### config.mk
export PLATFORM = sky130hd
export DESIGN_NAME = rx_moderation
export DESIGN_NICKNAME = d
export VERILOG_FILES = /design/src/design/rx_moderation_pkg.sv /design/src/design/delay_timer_if.sv /design/src/design/rx_moderation.sv /design/src/design/delay_timer.sv
export SDC_FILE = /design/constraint.sdc
export NUM_CORES = 1
export LEC_CHECK = 0
export BUFFER_PORTS_ARGS = -buffer_cell sky130_fd_sc_hd__buf_2
export CORE_MARGIN = 4
export CORE_UTILIZATION = 50
export CTS_BUF_LIST = sky130_fd_sc_hd__clkbuf_16
export DETAILED_ROUTE_END_ITERATION = 10
export HOLD_SLACK_MARGIN = 0.1
export PLACE_DENSITY = 0.69
export RECOVER_POWER = 25
export SLEW_MARGIN = 10
export SYNTH_ARGS = -nofsm -noshare
export SYNTH_HDL_FRONTEND = slang
export SYNTH_SLANG_ARGS = --single-unit
### constraint.sdc
create_clock -name clk_i -period 8.54 [get_ports clk_i]
set_input_delay 0.854 -clock clk_i [delete_from_list [all_inputs] [get_ports clk_i]]
set_output_delay 0.854 -clock clk_i [all_outputs]
set_load 0.1 [all_outputs]
### src/design/rx_moderation_pkg.sv
// constants and register map shared by the receive moderation block
// Overview of operation
// - granularity bit 24: 0 means thresholds in cache lines, 1 means descriptors
// - every receive descriptor is a 16-byte unit
// - consider a prefetch when on-chip valid descriptors fall below prefetch threshold
// - prefetch only if host holds at least host-available-threshold descriptors
// - write back only when write-back threshold descriptors are ready, unless flushed
// - queue 0 control write also copies into queue 1; queue 1 write alone
// - absolute delay is 16 bits of 1.024 us ticks; zero disables it
// - absolute timer starts when a packet is stored to system memory
// - absolute expiry flushes pending write-backs and raises receive timer interrupt
// - packet timer interrupt cancels absolute one; absolute reloaded and halted
// - small-packet interrupt for packets whose length is at most the size field
// - compared length includes headers and crc, excludes a stripped vlan tag
// - ack with timer idle loads ack timer; interrupt only on its expiry
// - an ack while the ack timer counts does not reload it
// - packet timer restarts on every stored packet; expiry flushes and interrupts
// - absolute expiry cancels packet timer interrupt; packet timer reloaded and halted (here a packet stored in the expiry cycle restarts it instead)
package rx_moderation_pkg;

	localparam logic [15:0] OFS_Q0_CTRL = 16'h2828;
	localparam logic [15:0] OFS_ABS_DELAY = 16'h282C;
	localparam logic [15:0] OFS_SMALL_SIZE = 16'h2C00;
	localparam logic [15:0] OFS_ACK_DELAY = 16'h2C08;
	localparam logic [15:0] OFS_PKT_DELAY = 16'h2820;
	localparam logic [15:0] OFS_Q1_CTRL = 16'h2928;
	localparam logic [15:0] OFS_STATUS = 16'h2930;
	localparam logic [15:0] OFS_CFG = 16'h2934;

	localparam int PTH_LSB = 0;
	localparam int HTH_LSB = 8;
	localparam int WTH_LSB = 16;
	localparam int UNIT_SEL_BIT = 24;
	localparam int FLUSH_BIT = 31;
	localparam logic [31:0] CTRL_MASK = 32'h013F3F3F;
	localparam logic [31:0] CTRL_RESET = 32'h00010000;
	localparam logic [31:0] SMALL_RESET = 32'h00000000;
	localparam logic [7:0] LINE_WORDS_RESET = 8'h10;

	localparam int DESC_BYTES = 16;
	localparam int TICK_NS = 1024;
	localparam int CLK_NS = 10;
	localparam int TICK_CYCLES = (TICK_NS * 10 + CLK_NS * 10 - 1) / (CLK_NS * 10);
	localparam int VLAN_TAG_BYTES = 4;

endpackage

### src/design/delay_timer_if.sv
// one moderation countdown timer: controls in, state out
`timescale 1ns/1ps
interface delay_timer_if;
	logic [15:0] load_value;
	logic load;
	logic halt_load;
	logic tick;
	logic running;
	logic expired;
	modport owner (output load_value, output load, output halt_load, output tick, input running, input expired);
	modport timer (input load_value, input load, input halt_load, input tick, output running, output expired);
endinterface

### src/design/rx_moderation.sv
// receive descriptor thresholds and interrupt moderation timers with a wishbone slave
`timescale 1ns/1ps
module rx_moderation #(
	parameter int TICK_DIV = rx_moderation_pkg::TICK_CYCLES
) (
	input wire logic clk_i, // core clock 100 MHz
	input wire logic rst_i, // synchronous reset, high
	input wire logic wb_cyc_i, // wishbone cycle
	input wire logic wb_stb_i, // wishbone strobe
	input wire logic wb_we_i, // write enable
	input wire logic [15:0] wb_adr_i, // byte address
	input wire logic [3:0] wb_sel_i, // byte lanes
	input wire logic [31:0] wb_dat_i, // write data
	output logic [31:0] wb_dat_o, // read data
	output logic wb_ack_o, // acknowledge
	input wire logic [6:0] onchip_valid_i, // unprocessed descriptors held on chip
	input wire logic [15:0] host_valid_i, // valid descriptors in host ring
	input wire logic [6:0] wb_ready_i, // processed descriptors awaiting write-back
	input wire logic pkt_stored_i, // pulse: packet stored in system memory
	input wire logic [13:0] pkt_len_i, // length incl headers, crc, vlan tag
	input wire logic vlan_stripped_i, // the packet vlan tag was stripped
	input wire logic ack_rx_i, // pulse: ack frame received
	input wire logic small_en_i, // small-packet interrupt enabled in mask
	input wire logic ack_en_i, // ack interrupt enabled in mask
	output logic prefetch_req_o, // level: fetch descriptors now
	output logic writeback_req_o, // level: write back now
	output logic flush_o, // pulse: flush pending write-backs
	output logic rx_timer_irq_o, // pulse: receive timer interrupt
	output logic small_irq_o, // pulse: small packet interrupt
	output logic ack_irq_o // pulse: ack interrupt
);
	// the tick counter is 16 bits wide and needs at least one cycle per tick
	if (TICK_DIV < 1 || TICK_DIV > 65535) begin : g_bad_tick_div
		$error("TICK_DIV out of range");
	end

	////////////////////////////////////////////////////////////////////////////////
	// state

	typedef struct packed {
		logic [31:0] q0_ctrl;
		logic [31:0] q1_ctrl;
		logic [15:0] abs_delay;
		logic [15:0] pkt_delay;
		logic [11:0] small_size;
		logic [15:0] ack_delay;
		logic [7:0] line_words;
		logic [15:0] tick_cnt;
		logic tick;
		logic [31:0] rdata;
		logic ack;
		logic prefetch;
		logic writeback;
		logic flush;
		logic timer_irq;
		logic small_irq;
		logic ack_irq;
		logic fpd;
		logic abs_pending;
		logic pkt_pending;
	} state_s;
	state_s s_r;
	state_s s_nxt;

	delay_timer_if abs_if ();
	delay_timer_if pkt_if ();
	delay_timer_if ack_if ();

	delay_timer u_abs (
		.clk_i(clk_i),
		.rst_i(rst_i),
		.tmr(abs_if.timer)
	);
	delay_timer u_pkt (
		.clk_i(clk_i),
		.rst_i(rst_i),
		.tmr(pkt_if.timer)
	);
	delay_timer u_ack (
		.clk_i(clk_i),
		.rst_i(rst_i),
		.tmr(ack_if.timer)
	);

	////////////////////////////////////////////////////////////////////////////////
	// threshold conversion

	// threshold field to descriptor count; a line of words*4 bytes holds words/4 descriptors
	function automatic logic [11:0] to_desc(input logic [5:0] field, input logic unit_sel, input logic [7:0] words);
		logic [11:0] per_line;
		per_line = {4'h0, words} >> 2;
		if (unit_sel) begin
			to_desc = {6'h00, field};
		end else begin
			to_desc = 12'(field * per_line);
		end
	endfunction

	function automatic logic [31:0] lane_merge(input logic [31:0] old, input logic [31:0] wr, input logic [3:0] sel);
		logic [31:0] res;
		res = old;
		for (int i = 0; i < 4; i++) begin
			if (sel[i]) begin
				res[i*8 +: 8] = wr[i*8 +: 8];
			end
		end
		lane_merge = res;
	endfunction

	logic [11:0] pth_d;
	logic [11:0] hth_d;
	logic [11:0] wth_d;
	logic [13:0] cmp_len;
	logic bus_req;
	logic bus_wr;

	always_comb begin
		pth_d = to_desc(s_r.q0_ctrl[rx_moderation_pkg::PTH_LSB +: 6], s_r.q0_ctrl[rx_moderation_pkg::UNIT_SEL_BIT],
			s_r.line_words);
		hth_d = to_desc(s_r.q0_ctrl[rx_moderation_pkg::HTH_LSB +: 6], s_r.q0_ctrl[rx_moderation_pkg::UNIT_SEL_BIT],
			s_r.line_words);
		wth_d = to_desc(s_r.q0_ctrl[rx_moderation_pkg::WTH_LSB +: 6], s_r.q0_ctrl[rx_moderation_pkg::UNIT_SEL_BIT],
			s_r.line_words);
		cmp_len = vlan_stripped_i ? pkt_len_i - 14'(rx_moderation_pkg::VLAN_TAG_BYTES) : pkt_len_i;
		bus_req = wb_cyc_i && wb_stb_i && !s_r.ack;
		bus_wr = bus_req && wb_we_i;
	end

	////////////////////////////////////////////////////////////////////////////////
	// timer controls

	always_comb begin
		abs_if.load_value = s_r.abs_delay;
		pkt_if.load_value = s_r.pkt_delay;
		ack_if.load_value = s_r.ack_delay;
		abs_if.tick = s_r.tick;
		pkt_if.tick = s_r.tick;
		ack_if.tick = s_r.tick;
		// a packet starts the absolute timer only if idle and enabled
		abs_if.load = pkt_stored_i && s_r.abs_delay != 16'h0000 && !abs_if.running && !pkt_if.expired;
		pkt_if.load = pkt_stored_i;
		abs_if.halt_load = pkt_if.expired || s_r.fpd;
		// a packet in the expiry cycle restarts the packet timer instead of being lost
		pkt_if.halt_load = abs_if.expired && !pkt_stored_i;
		ack_if.load = ack_rx_i && ack_en_i && !ack_if.running;
		ack_if.halt_load = 1'b0;
	end

	////////////////////////////////////////////////////////////////////////////////
	// next state

	always_comb begin
		s_nxt = s_r;
		s_nxt.ack = bus_req;
		s_nxt.fpd = 1'b0;
		s_nxt.flush = 1'b0;
		s_nxt.timer_irq = 1'b0;
		s_nxt.small_irq = 1'b0;
		s_nxt.ack_irq = 1'b0;

		// common tick divider
		if (s_r.tick_cnt == 16'(TICK_DIV - 1)) begin
			s_nxt.tick_cnt = 16'h0000;
			s_nxt.tick = 1'b1;
		end else begin
			s_nxt.tick_cnt = s_r.tick_cnt + 16'h0001;
			s_nxt.tick = 1'b0;
		end

		if (bus_wr) begin
			case (wb_adr_i)
				rx_moderation_pkg::OFS_Q0_CTRL: begin
					s_nxt.q0_ctrl = lane_merge(s_r.q0_ctrl, wb_dat_i, wb_sel_i) & rx_moderation_pkg::CTRL_MASK;
					s_nxt.q1_ctrl = lane_merge(s_r.q0_ctrl, wb_dat_i, wb_sel_i) & rx_moderation_pkg::CTRL_MASK;
				end
				rx_moderation_pkg::OFS_Q1_CTRL: begin
					s_nxt.q1_ctrl = lane_merge(s_r.q1_ctrl, wb_dat_i, wb_sel_i) & rx_moderation_pkg::CTRL_MASK;
				end
				rx_moderation_pkg::OFS_ABS_DELAY: begin
					s_nxt.abs_delay = 16'(lane_merge({16'h0000, s_r.abs_delay}, wb_dat_i, wb_sel_i));
				end
				rx_moderation_pkg::OFS_PKT_DELAY: begin
					s_nxt.pkt_delay = 16'(lane_merge({16'h0000, s_r.pkt_delay}, wb_dat_i, wb_sel_i));
					s_nxt.fpd = wb_sel_i[3] && wb_dat_i[rx_moderation_pkg::FLUSH_BIT];
				end
				rx_moderation_pkg::OFS_SMALL_SIZE: begin
					s_nxt.small_size = 12'(lane_merge({20'h00000, s_r.small_size}, wb_dat_i, wb_sel_i));
				end
				rx_moderation_pkg::OFS_ACK_DELAY: begin
					s_nxt.ack_delay = 16'(lane_merge({16'h0000, s_r.ack_delay}, wb_dat_i, wb_sel_i));
				end
				rx_moderation_pkg::OFS_CFG: begin
					s_nxt.line_words = 8'(lane_merge({24'h000000, s_r.line_words}, wb_dat_i, wb_sel_i));
				end
				default: begin
				end
			endcase
		end

		if (bus_req && !wb_we_i) begin
			case (wb_adr_i)
				rx_moderation_pkg::OFS_Q0_CTRL: s_nxt.rdata = s_r.q0_ctrl;
				rx_moderation_pkg::OFS_Q1_CTRL: s_nxt.rdata = s_r.q1_ctrl;
				rx_moderation_pkg::OFS_ABS_DELAY: s_nxt.rdata = {16'h0000, s_r.abs_delay};
				rx_moderation_pkg::OFS_PKT_DELAY: s_nxt.rdata = {16'h0000, s_r.pkt_delay};
				rx_moderation_pkg::OFS_SMALL_SIZE: s_nxt.rdata = {20'h00000, s_r.small_size};
				rx_moderation_pkg::OFS_ACK_DELAY: s_nxt.rdata = {16'h0000, s_r.ack_delay};
				rx_moderation_pkg::OFS_CFG: s_nxt.rdata = {24'h000000, s_r.line_words};
				rx_moderation_pkg::OFS_STATUS: s_nxt.rdata = {26'h0000000, s_r.pkt_pending, s_r.abs_pending,
					ack_if.running, pkt_if.running, abs_if.running, s_r.prefetch};
				default: s_nxt.rdata = 32'h00000000;
			endcase
		end

		// descriptor movement requests, in descriptor units
		s_nxt.prefetch = ({5'h00, onchip_valid_i} < pth_d) && (host_valid_i[11:0] >= hth_d
			|| host_valid_i[15:12] != 4'h0);
		s_nxt.writeback = ({5'h00, wb_ready_i} >= wth_d) && wb_ready_i != 7'h00;

		// pending flags: for the packet flag, hardware set wins over cancel
		if (pkt_stored_i) begin
			s_nxt.pkt_pending = 1'b1;
		end else if (abs_if.expired || pkt_if.expired) begin
			s_nxt.pkt_pending = 1'b0;
		end
		// the absolute timer itself is halted by a cancel, so the cancel must win here
		if (pkt_if.expired || s_r.fpd) begin
			s_nxt.abs_pending = 1'b0;
		end else if (abs_if.load) begin
			s_nxt.abs_pending = 1'b1;
		end else if (abs_if.expired) begin
			s_nxt.abs_pending = 1'b0;
		end

		// an absolute or packet timer expiry or an explicit flush writes back and interrupts
		if (abs_if.expired || pkt_if.expired || s_r.fpd) begin
			s_nxt.flush = 1'b1;
			s_nxt.timer_irq = 1'b1;
			s_nxt.writeback = wb_ready_i != 7'h00;
		end

		if (pkt_stored_i && small_en_i && cmp_len <= {2'b00, s_r.small_size}) begin
			s_nxt.small_irq = 1'b1;
		end
		s_nxt.ack_irq = ack_if.expired;
	end

	always_ff @(posedge clk_i) begin
		if (rst_i) begin
			s_r <= '0;
			s_r.q0_ctrl <= rx_moderation_pkg::CTRL_RESET;
			s_r.q1_ctrl <= rx_moderation_pkg::CTRL_RESET;
			s_r.line_words <= rx_moderation_pkg::LINE_WORDS_RESET;
		end else begin
			s_r <= s_nxt;
		end
	end

	////////////////////////////////////////////////////////////////////////////////
	// outputs

	assign wb_dat_o = s_r.rdata;
	assign wb_ack_o = s_r.ack;
	assign prefetch_req_o = s_r.prefetch;
	assign writeback_req_o = s_r.writeback;
	assign flush_o = s_r.flush;
	assign rx_timer_irq_o = s_r.timer_irq;
	assign small_irq_o = s_r.small_irq;
	assign ack_irq_o = s_r.ack_irq;
endmodule

### src/design/delay_timer.sv
// 16-bit countdown in tick units; a load starts it, a halt-load parks it
`timescale 1ns/1ps
module delay_timer (
	input wire logic clk_i, // core clock
	input wire logic rst_i, // synchronous reset
	delay_timer_if.timer tmr // control and state
);
	typedef struct packed {
		logic [15:0] count;
		logic running;
		logic expired;
	} state_s;
	state_s s_r;
	state_s s_nxt;

	always_comb begin
		s_nxt = s_r;
		s_nxt.expired = 1'b0;
		if (tmr.halt_load) begin
			s_nxt.count = tmr.load_value;
			s_nxt.running = 1'b0;
		end else if (tmr.load) begin
			// zero delay means expire at once
			if (tmr.load_value == 16'h0000) begin
				s_nxt.expired = 1'b1;
				s_nxt.running = 1'b0;
			end else begin
				s_nxt.count = tmr.load_value;
				s_nxt.running = 1'b1;
			end
		end else if (s_r.running && tmr.tick) begin
			s_nxt.count = s_r.count - 16'h0001;
			if (s_r.count == 16'h0001) begin
				s_nxt.running = 1'b0;
				s_nxt.expired = 1'b1;
			end
		end
	end

	always_ff @(posedge clk_i) begin
		if (rst_i) begin
			s_r <= '0;
		end else begin
			s_r <= s_nxt;
		end
	end

	assign tmr.running = s_r.running;
	assign tmr.expired = s_r.expired;
endmodule

# Yosys cells after proc, flatten, opt, wreduce, memory -nomap -nowiden
# Cells that the tools add are included.
# Widths: inputs -> output; s select.
# totals
register_bits	232
inputBits	106
output_inout_bits	39
wordCells	181
# op_classes
addsub	5
mul	3
n_lt_le_gt_ge	4
n_eq_ne	19
n_mux	41
n_bitwise	2
reduce_logical	70
# op_table
op	n
$pmux 32 s8	1
$eq 16x14->1 const B	8
$mux 18	6
$pmux 32 s2	1
$eq 16x1->1 const B	3
$logic_not 16->1	3
$mux 16	3
$sub 16x1->16 const B	3
$reduce_and 3->1	13
$mul 6x6->12	3
$mux 12	3
$mux 6	6
$mux 17	2
$logic_and 1x1->1	18
$reduce_bool 2->1	9
$add 16x1->16 const B	1
$eq 16x7->1 const B	1
$reduce_and 2->1	8
$reduce_bool 16->1	1
$le 14x12->1	1
$mux 1	14
$mux 14	1
$sub 14x3->14 const B	1
$ge 12x12->1	1
14 further kinds	33

# Depth between registers and ports, before layout
# depth
depth_word	6
depth_mapped	22
depth_no_buf	20

# Modules after synthesis
# Synthesis repeated with hierarchy kept, for this count alone.
# hier_totals
cells_unflattened	1882
area_unflattened_um2	15277.2
# modules_own_cells
mod	n_inst	cells_per_inst	area_each_um2
rx_moderation	1	1426	11778.8
delay_timer	3	152	1166.1

# Worst setup path before layout
# OpenSTA, ideal clock, no wires.
# synth_timing
kind	flip-flop to flip-flop
from	reg s_r[66] (netlist name)
to	reg s_r, in the netlist prefetch_req_o
setup_ns	0.124
t_arrival_ns	4.532
t_required_ns	8.416
setup_slack_ns	3.883
path_stages_with_launch	22
n_path_buf	2
synth_period_minus_slack_ns	4.657
cell_sequence	dfxtp_1 > clkbuf_1 > clkbuf_1 > nand2_1 > fa_1 > fa_1 > fa_1 > inv_1 > ha_1 > nor2b_1 > o21ai_0 > nand2b_1 > a311oi_1 > xnor2_1 > nand2_1 > ha_1 > a21oi_1 > nor2b_1 > o21ai_0 > a31oi_1 > o2bb2ai_1 > a31oi_1
# synth_between
elab_chain_len	5
# synth_lines
item	line	rtl
start: declaration	rx_moderation.sv:62	state_s s_r;
start signal: assignment	rx_moderation.sv:255	s_r <= s_nxt;
$mul 6x6->12	rx_moderation.sv:95	to_desc = 12'(field * per_line);
$mux 12	rx_moderation.sv:92	if (unit_sel) begin
$ge 12x12->1	rx_moderation.sv:216	s_nxt.prefetch = ({5'h00, onchip_valid_i} < pth_d) && (host_valid_i[11:0] >= hth_d
$logic_or 1x1->1	rx_moderation.sv:217	|| host_valid_i[15:12] != 4'h0);
$logic_and 1x1->1 *	rx_moderation.sv:216	
# Mark *: on every way between the ends. The rest lies on a longest branch, timed or not.
# A chain may end at the register's enable or synchronous reset.

# Worst setup path after layout
# Same ends and word-level chain as after synthesis.

==> flow_summary.yaml <==
power_and_ir_drop:
  total_power_mw: 2.18
  clkPwrFrac: 0.470
  internal_power_mw: 1.64
  sequentialPowerShare: 0.454
  power.density_nw_per_um2: 137
  swShare: 0.245
  pwr-share-comb: 0.076
  p_leak_nw: 6.34
  peakVddDrop_mv: 0.129
  switching_power_mw: 0.533
clock_network:
  clockBufferDepth: 3
  cts_tree: "done"
  clk_pin_slew_ns: 0.07
  cts_buffers: 23
  clock-root-buffer: "clkbuf_16"
  cts_hold_buf: 0
  htree_levels: 1
  ctsResizeCount: 0
  post_cts_buffers: 0
  clk_latency_ns: 0.53
  clock_sinks: 209
global_route:
  grt_max_degree: 84
  overflow: 0
  grtUsageTotal: 0.256
  grt_pass1_vias: 12300
  antenna_found_initial: 3
  grt_pass1_wl_mm: 65.4
setup_path:
  critical_path.startpoint: "s_r[66]$_SDFFE_PP0P_"
  cp_max_fo: 20
  cp-end-kind: "flip-flop"
  path_class: "flip-flop to flip-flop"
  endpoint: "prefetch_req_o$_SDFF_PP0_"
  rrSetupSlack_ns: 3.31
  reg2reg_depth: 19
  worstSetupStartpointType: "flip-flop"
  rr_startpoint: "s_r[66]$_SDFFE_PP0P_"
  required_ns: 8.96
  rr_endpoint: "prefetch_req_o$_SDFF_PP0_"
  cp.arrival_ns: 5.65
timing:
  max_slew_margin: -1.41
  finalHoldViolations: 0
  clock_skew_ns: 0.0138
  slew_viol_final: 176
  setup_violations: 0
  fin_crit_sh: 0.613
  worst_pin_slew_ns: 3.61
  min_period_ns: 5.23
  max_freq_mhz: 191
  rsz0062_at_grt: "no"
  finalSetupTns_ns: 0
run:
  drv_cap: 3
route:
  drt_iter0_drc: 1103
  vias: 13000
  met1_length_mm: 17.4
  first_pass_iters: 6
  routed-wl-met2_mm: 19.9
  highest_layer: "met5"
  wire_per_inst_um: 18.7
  wl_mm: 41.4
  wl_met3_mm: 2.85
  via_per_inst: 5.86
  antenna_left: 0
  drc_errors: 0
logic_synthesis:
  synthDistinctLibCells: 86
  synth_edf_count: 0
  postSynthCellCount: 1762
  yosysSeqAreaShare: 0.289
  ys.flop_type: "dfxtp_1"
  synth.avg_cell_area_um2: 8.21
  ys_warn_count: 0
  synth_seq_cells: 209
  syn_area_um2: 14500
  ys_async_sr_fraction: 0
die:
  rows: 62
  fp.coreArea_um2: 28600
  die_x_um: 178
  dieArea_um2: 31700
  die_h_um: 178
  design.portCount: 145
  start_util: 0.505
finish:
  area_growth_pct: 9.44
  final_nets: 2076
  drive_gt1_frac: 0.107
worst_hold_path:
  hold_path.class: "flip-flop to flip-flop"
  min_path_cells: 2
placed_design:
  dp_hpwl_mm: 31.0
  place_congestion: 0.958
  port-buffer-count: 127
status:
  violations: "max-capacitance violations, max-slew violations"
  run_status: "finished, violations left"
synthesized netlist by cell type (6+ instances only):
library cell / count / area [µm²]
a21oi_1: 95 / 475
a211oi_1: 23 / 173
fa_1: 51 / 1020
and3_1: 9 / 56.3
clkbuf_1: 69 / 259
nor4b_1: 6 / 52.6
a22oi_1: 20 / 150
buf_2: 6 / 30.0
and2_1: 74 / 463
inv_1: 116 / 435
mux2i_1: 78 / 781
nor3_1: 49 / 245
nor2_1: 183 / 687
nor2b_1: 14 / 87.6
a21o_1: 6 / 45.0
a221oi_1: 11 / 96.3
a31oi_1: 13 / 81.3
ha_1: 106 / 1330
buf_4: 34 / 255
nand2_1: 212 / 796
xnor2_1: 22 / 193
or3_1: 13 / 81.3
o21ai_0: 66 / 330
nor3_2: 7 / 70.1
nand3_1: 36 / 180
a222oi_1: 15 / 150
nor4_1: 26 / 163
nand4_1: 12 / 75.1
o221a_2: 17 / 191
nand2b_1: 17 / 106
o22ai_1: 9 / 56.3
xor2_1: 30 / 263
o211ai_1: 10 / 75.1
dfxtp_1: 209 / 4180
power by group through the flow:
stage | Clock (mW) | Combinational (mW) | Sequential [mW]
after detailed placement | 0 | 0.164 | 1.01
after CTS | 1.03 | 0.164 | 0.988
after global placement | 0 | 0.161 | 1.01
final | 1.02 | 0.166 | 0.988
after floorplan | 0 | 0.0971 | 1.02
after global routing | 1.08 | 0.179 | 0.989
sequential cells by signal (all words and copies together) (netlist names), 16 cells and up:
signal and cells:
u_ack.s_r 16, pkt_if.load_value 16, s_r 77, abs_if.load_value 16, ack_if.load_value 16, wb_dat_o 23
u_pkt.s_r 16, u_abs.s_r 16
cell families (layout without fill, tap and decap cells):
group | Yosys count | after routing | share of synthesized area
AOI/OAI and AO/OA | 330 | 330 | 0.153
xor gates and xnor gates | 52 | 52 | 0.0315
adders and majority gates | 157 | 157 | 0.162
buffers and inverters | 231 | 290 | 0.0700
DFF | 209 | 209 | 0.289
muxes | 79 | 79 | 0.0547
other | 1 | 10 | 0.000259
and+or+nand+nor | 703 | 703 | 0.239
area by class of cell:
class	instances	area, µm²
clock buffer	23	576
clock inverter	18	193
timing repair buffer	133	651
inverter	116	435
tap	384	480
antenna	1	2.50
fill	2665	12800
sequential	209	4180
multi-input combinational	1330	9310
critical path, cell delays in order, from the launching register on:
cell and delay [ns]:
dfxtp_1 0.91, nand2_1 0.18, fa_1 0.54, fa_1 0.52, fa_1 0.55, inv_1 0.05
ha_1 0.31, nor2b_1 0.15, o21ai_0 0.14, nand2b_1 0.12, a311oi_1 0.33, xnor2_1 0.16
nand2_1 0.07, ha_1 0.31, a21oi_1 0.13, nor2b_1 0.05, o21ai_0 0.18, a31oi_1 0.10
o2bb2ai_1 0.26, a31oi_1 0.06
cells in the final DEF (no fill, tap or decap), types with 8 or more instances in the layout:
| cell | netlist | final |
|---|---|---|
| a211oi_1 | 23 | 23 |
| a21oi_1 | 95 | 95 |
| a221oi_1 | 11 | 11 |
| a222oi_1 | 15 | 15 |
| a22oi_1 | 20 | 20 |
| a31oi_1 | 13 | 13 |
| and2_1 | 74 | 74 |
| and3_1 | 9 | 9 |
| buf_2 | 6 | 109 |
| clkbuf_1 | 69 | 20 |
| clkbuf_16 | 0 | 23 |
| conb_1 | 1 | 9 |
| dfxtp_1 | 209 | 209 |
| fa_1 | 51 | 51 |
| ha_1 | 106 | 106 |
| inv_1 | 116 | 126 |
| mux2i_1 | 78 | 78 |
| nand2_1 | 212 | 212 |
| nand2b_1 | 17 | 17 |
| nand3_1 | 36 | 36 |
| nand4_1 | 12 | 12 |
| nor2_1 | 183 | 183 |
| nor2b_1 | 14 | 14 |
| nor3_1 | 49 | 48 |
| nor3_2 | 7 | 8 |
| nor4_1 | 26 | 26 |
| o211ai_1 | 10 | 10 |
| o21ai_0 | 66 | 66 |
| o221a_2 | 17 | 17 |
| o22ai_1 | 9 | 9 |
| or3_1 | 13 | 13 |
| xnor2_1 | 22 | 22 |
| xor2_1 | 30 | 30 |
per-layer routing:
| layer | track usage | vias up |
|---|---|---|
| met5 | 0 | - |
| met4 | 0.0741 | 4 |
| met3 | 0.0354 | 90 |
| met2 | 0.438 | 431 |
| met1 | 0.337 | 6238 |
| li1 | - | 6217 |
stage by stage:
| step | utilization | hold WS (ns) | setup WS (ns) | area, µm² | instances |
|---|---|---|---|---|---|
| CTS | 0.554 | 0.453 | 3.36 | 15900 | 2213 |
| global route | 0.553 | 0.467 | 2.94 | 15800 | 2213 |
| global placement | 0.527 | 0.431 | 3.45 | 15100 | 2172 |
| finish | 0.553 | 0.448 | 3.31 | 15800 | 2214 |
| floorplan | - | 0.414 | 3.88 | 14500 | 1770 |
| detailed placement | 0.527 | 0.438 | 3.39 | 15100 | 2172 |
worst min path at each step:
stage / start / end / slack [ns]
after floorplan: u_ack.tmr.expired$_SDFF_PP0_ / ack_irq_o$_SDFF_PP0_ / 0.41
after global placement: wb_dat_o[19]$_SDFFE_PP0P_ / wb_dat_o[19]$_SDFFE_PP0P_ / 0.43
after detailed placement: wb_dat_o[2]$_SDFFE_PP0P_ / wb_dat_o[2]$_SDFFE_PP0P_ / 0.44
after CTS: wb_dat_o[21]$_SDFFE_PP0P_ / wb_dat_o[21]$_SDFFE_PP0P_ / 0.45
after global routing: wb_dat_o[21]$_SDFFE_PP0P_ / wb_dat_o[21]$_SDFFE_PP0P_ / 0.47
final: wb_dat_o[21]$_SDFFE_PP0P_ / wb_dat_o[21]$_SDFFE_PP0P_ / 0.45
Power figures use the tool's default switching activity.
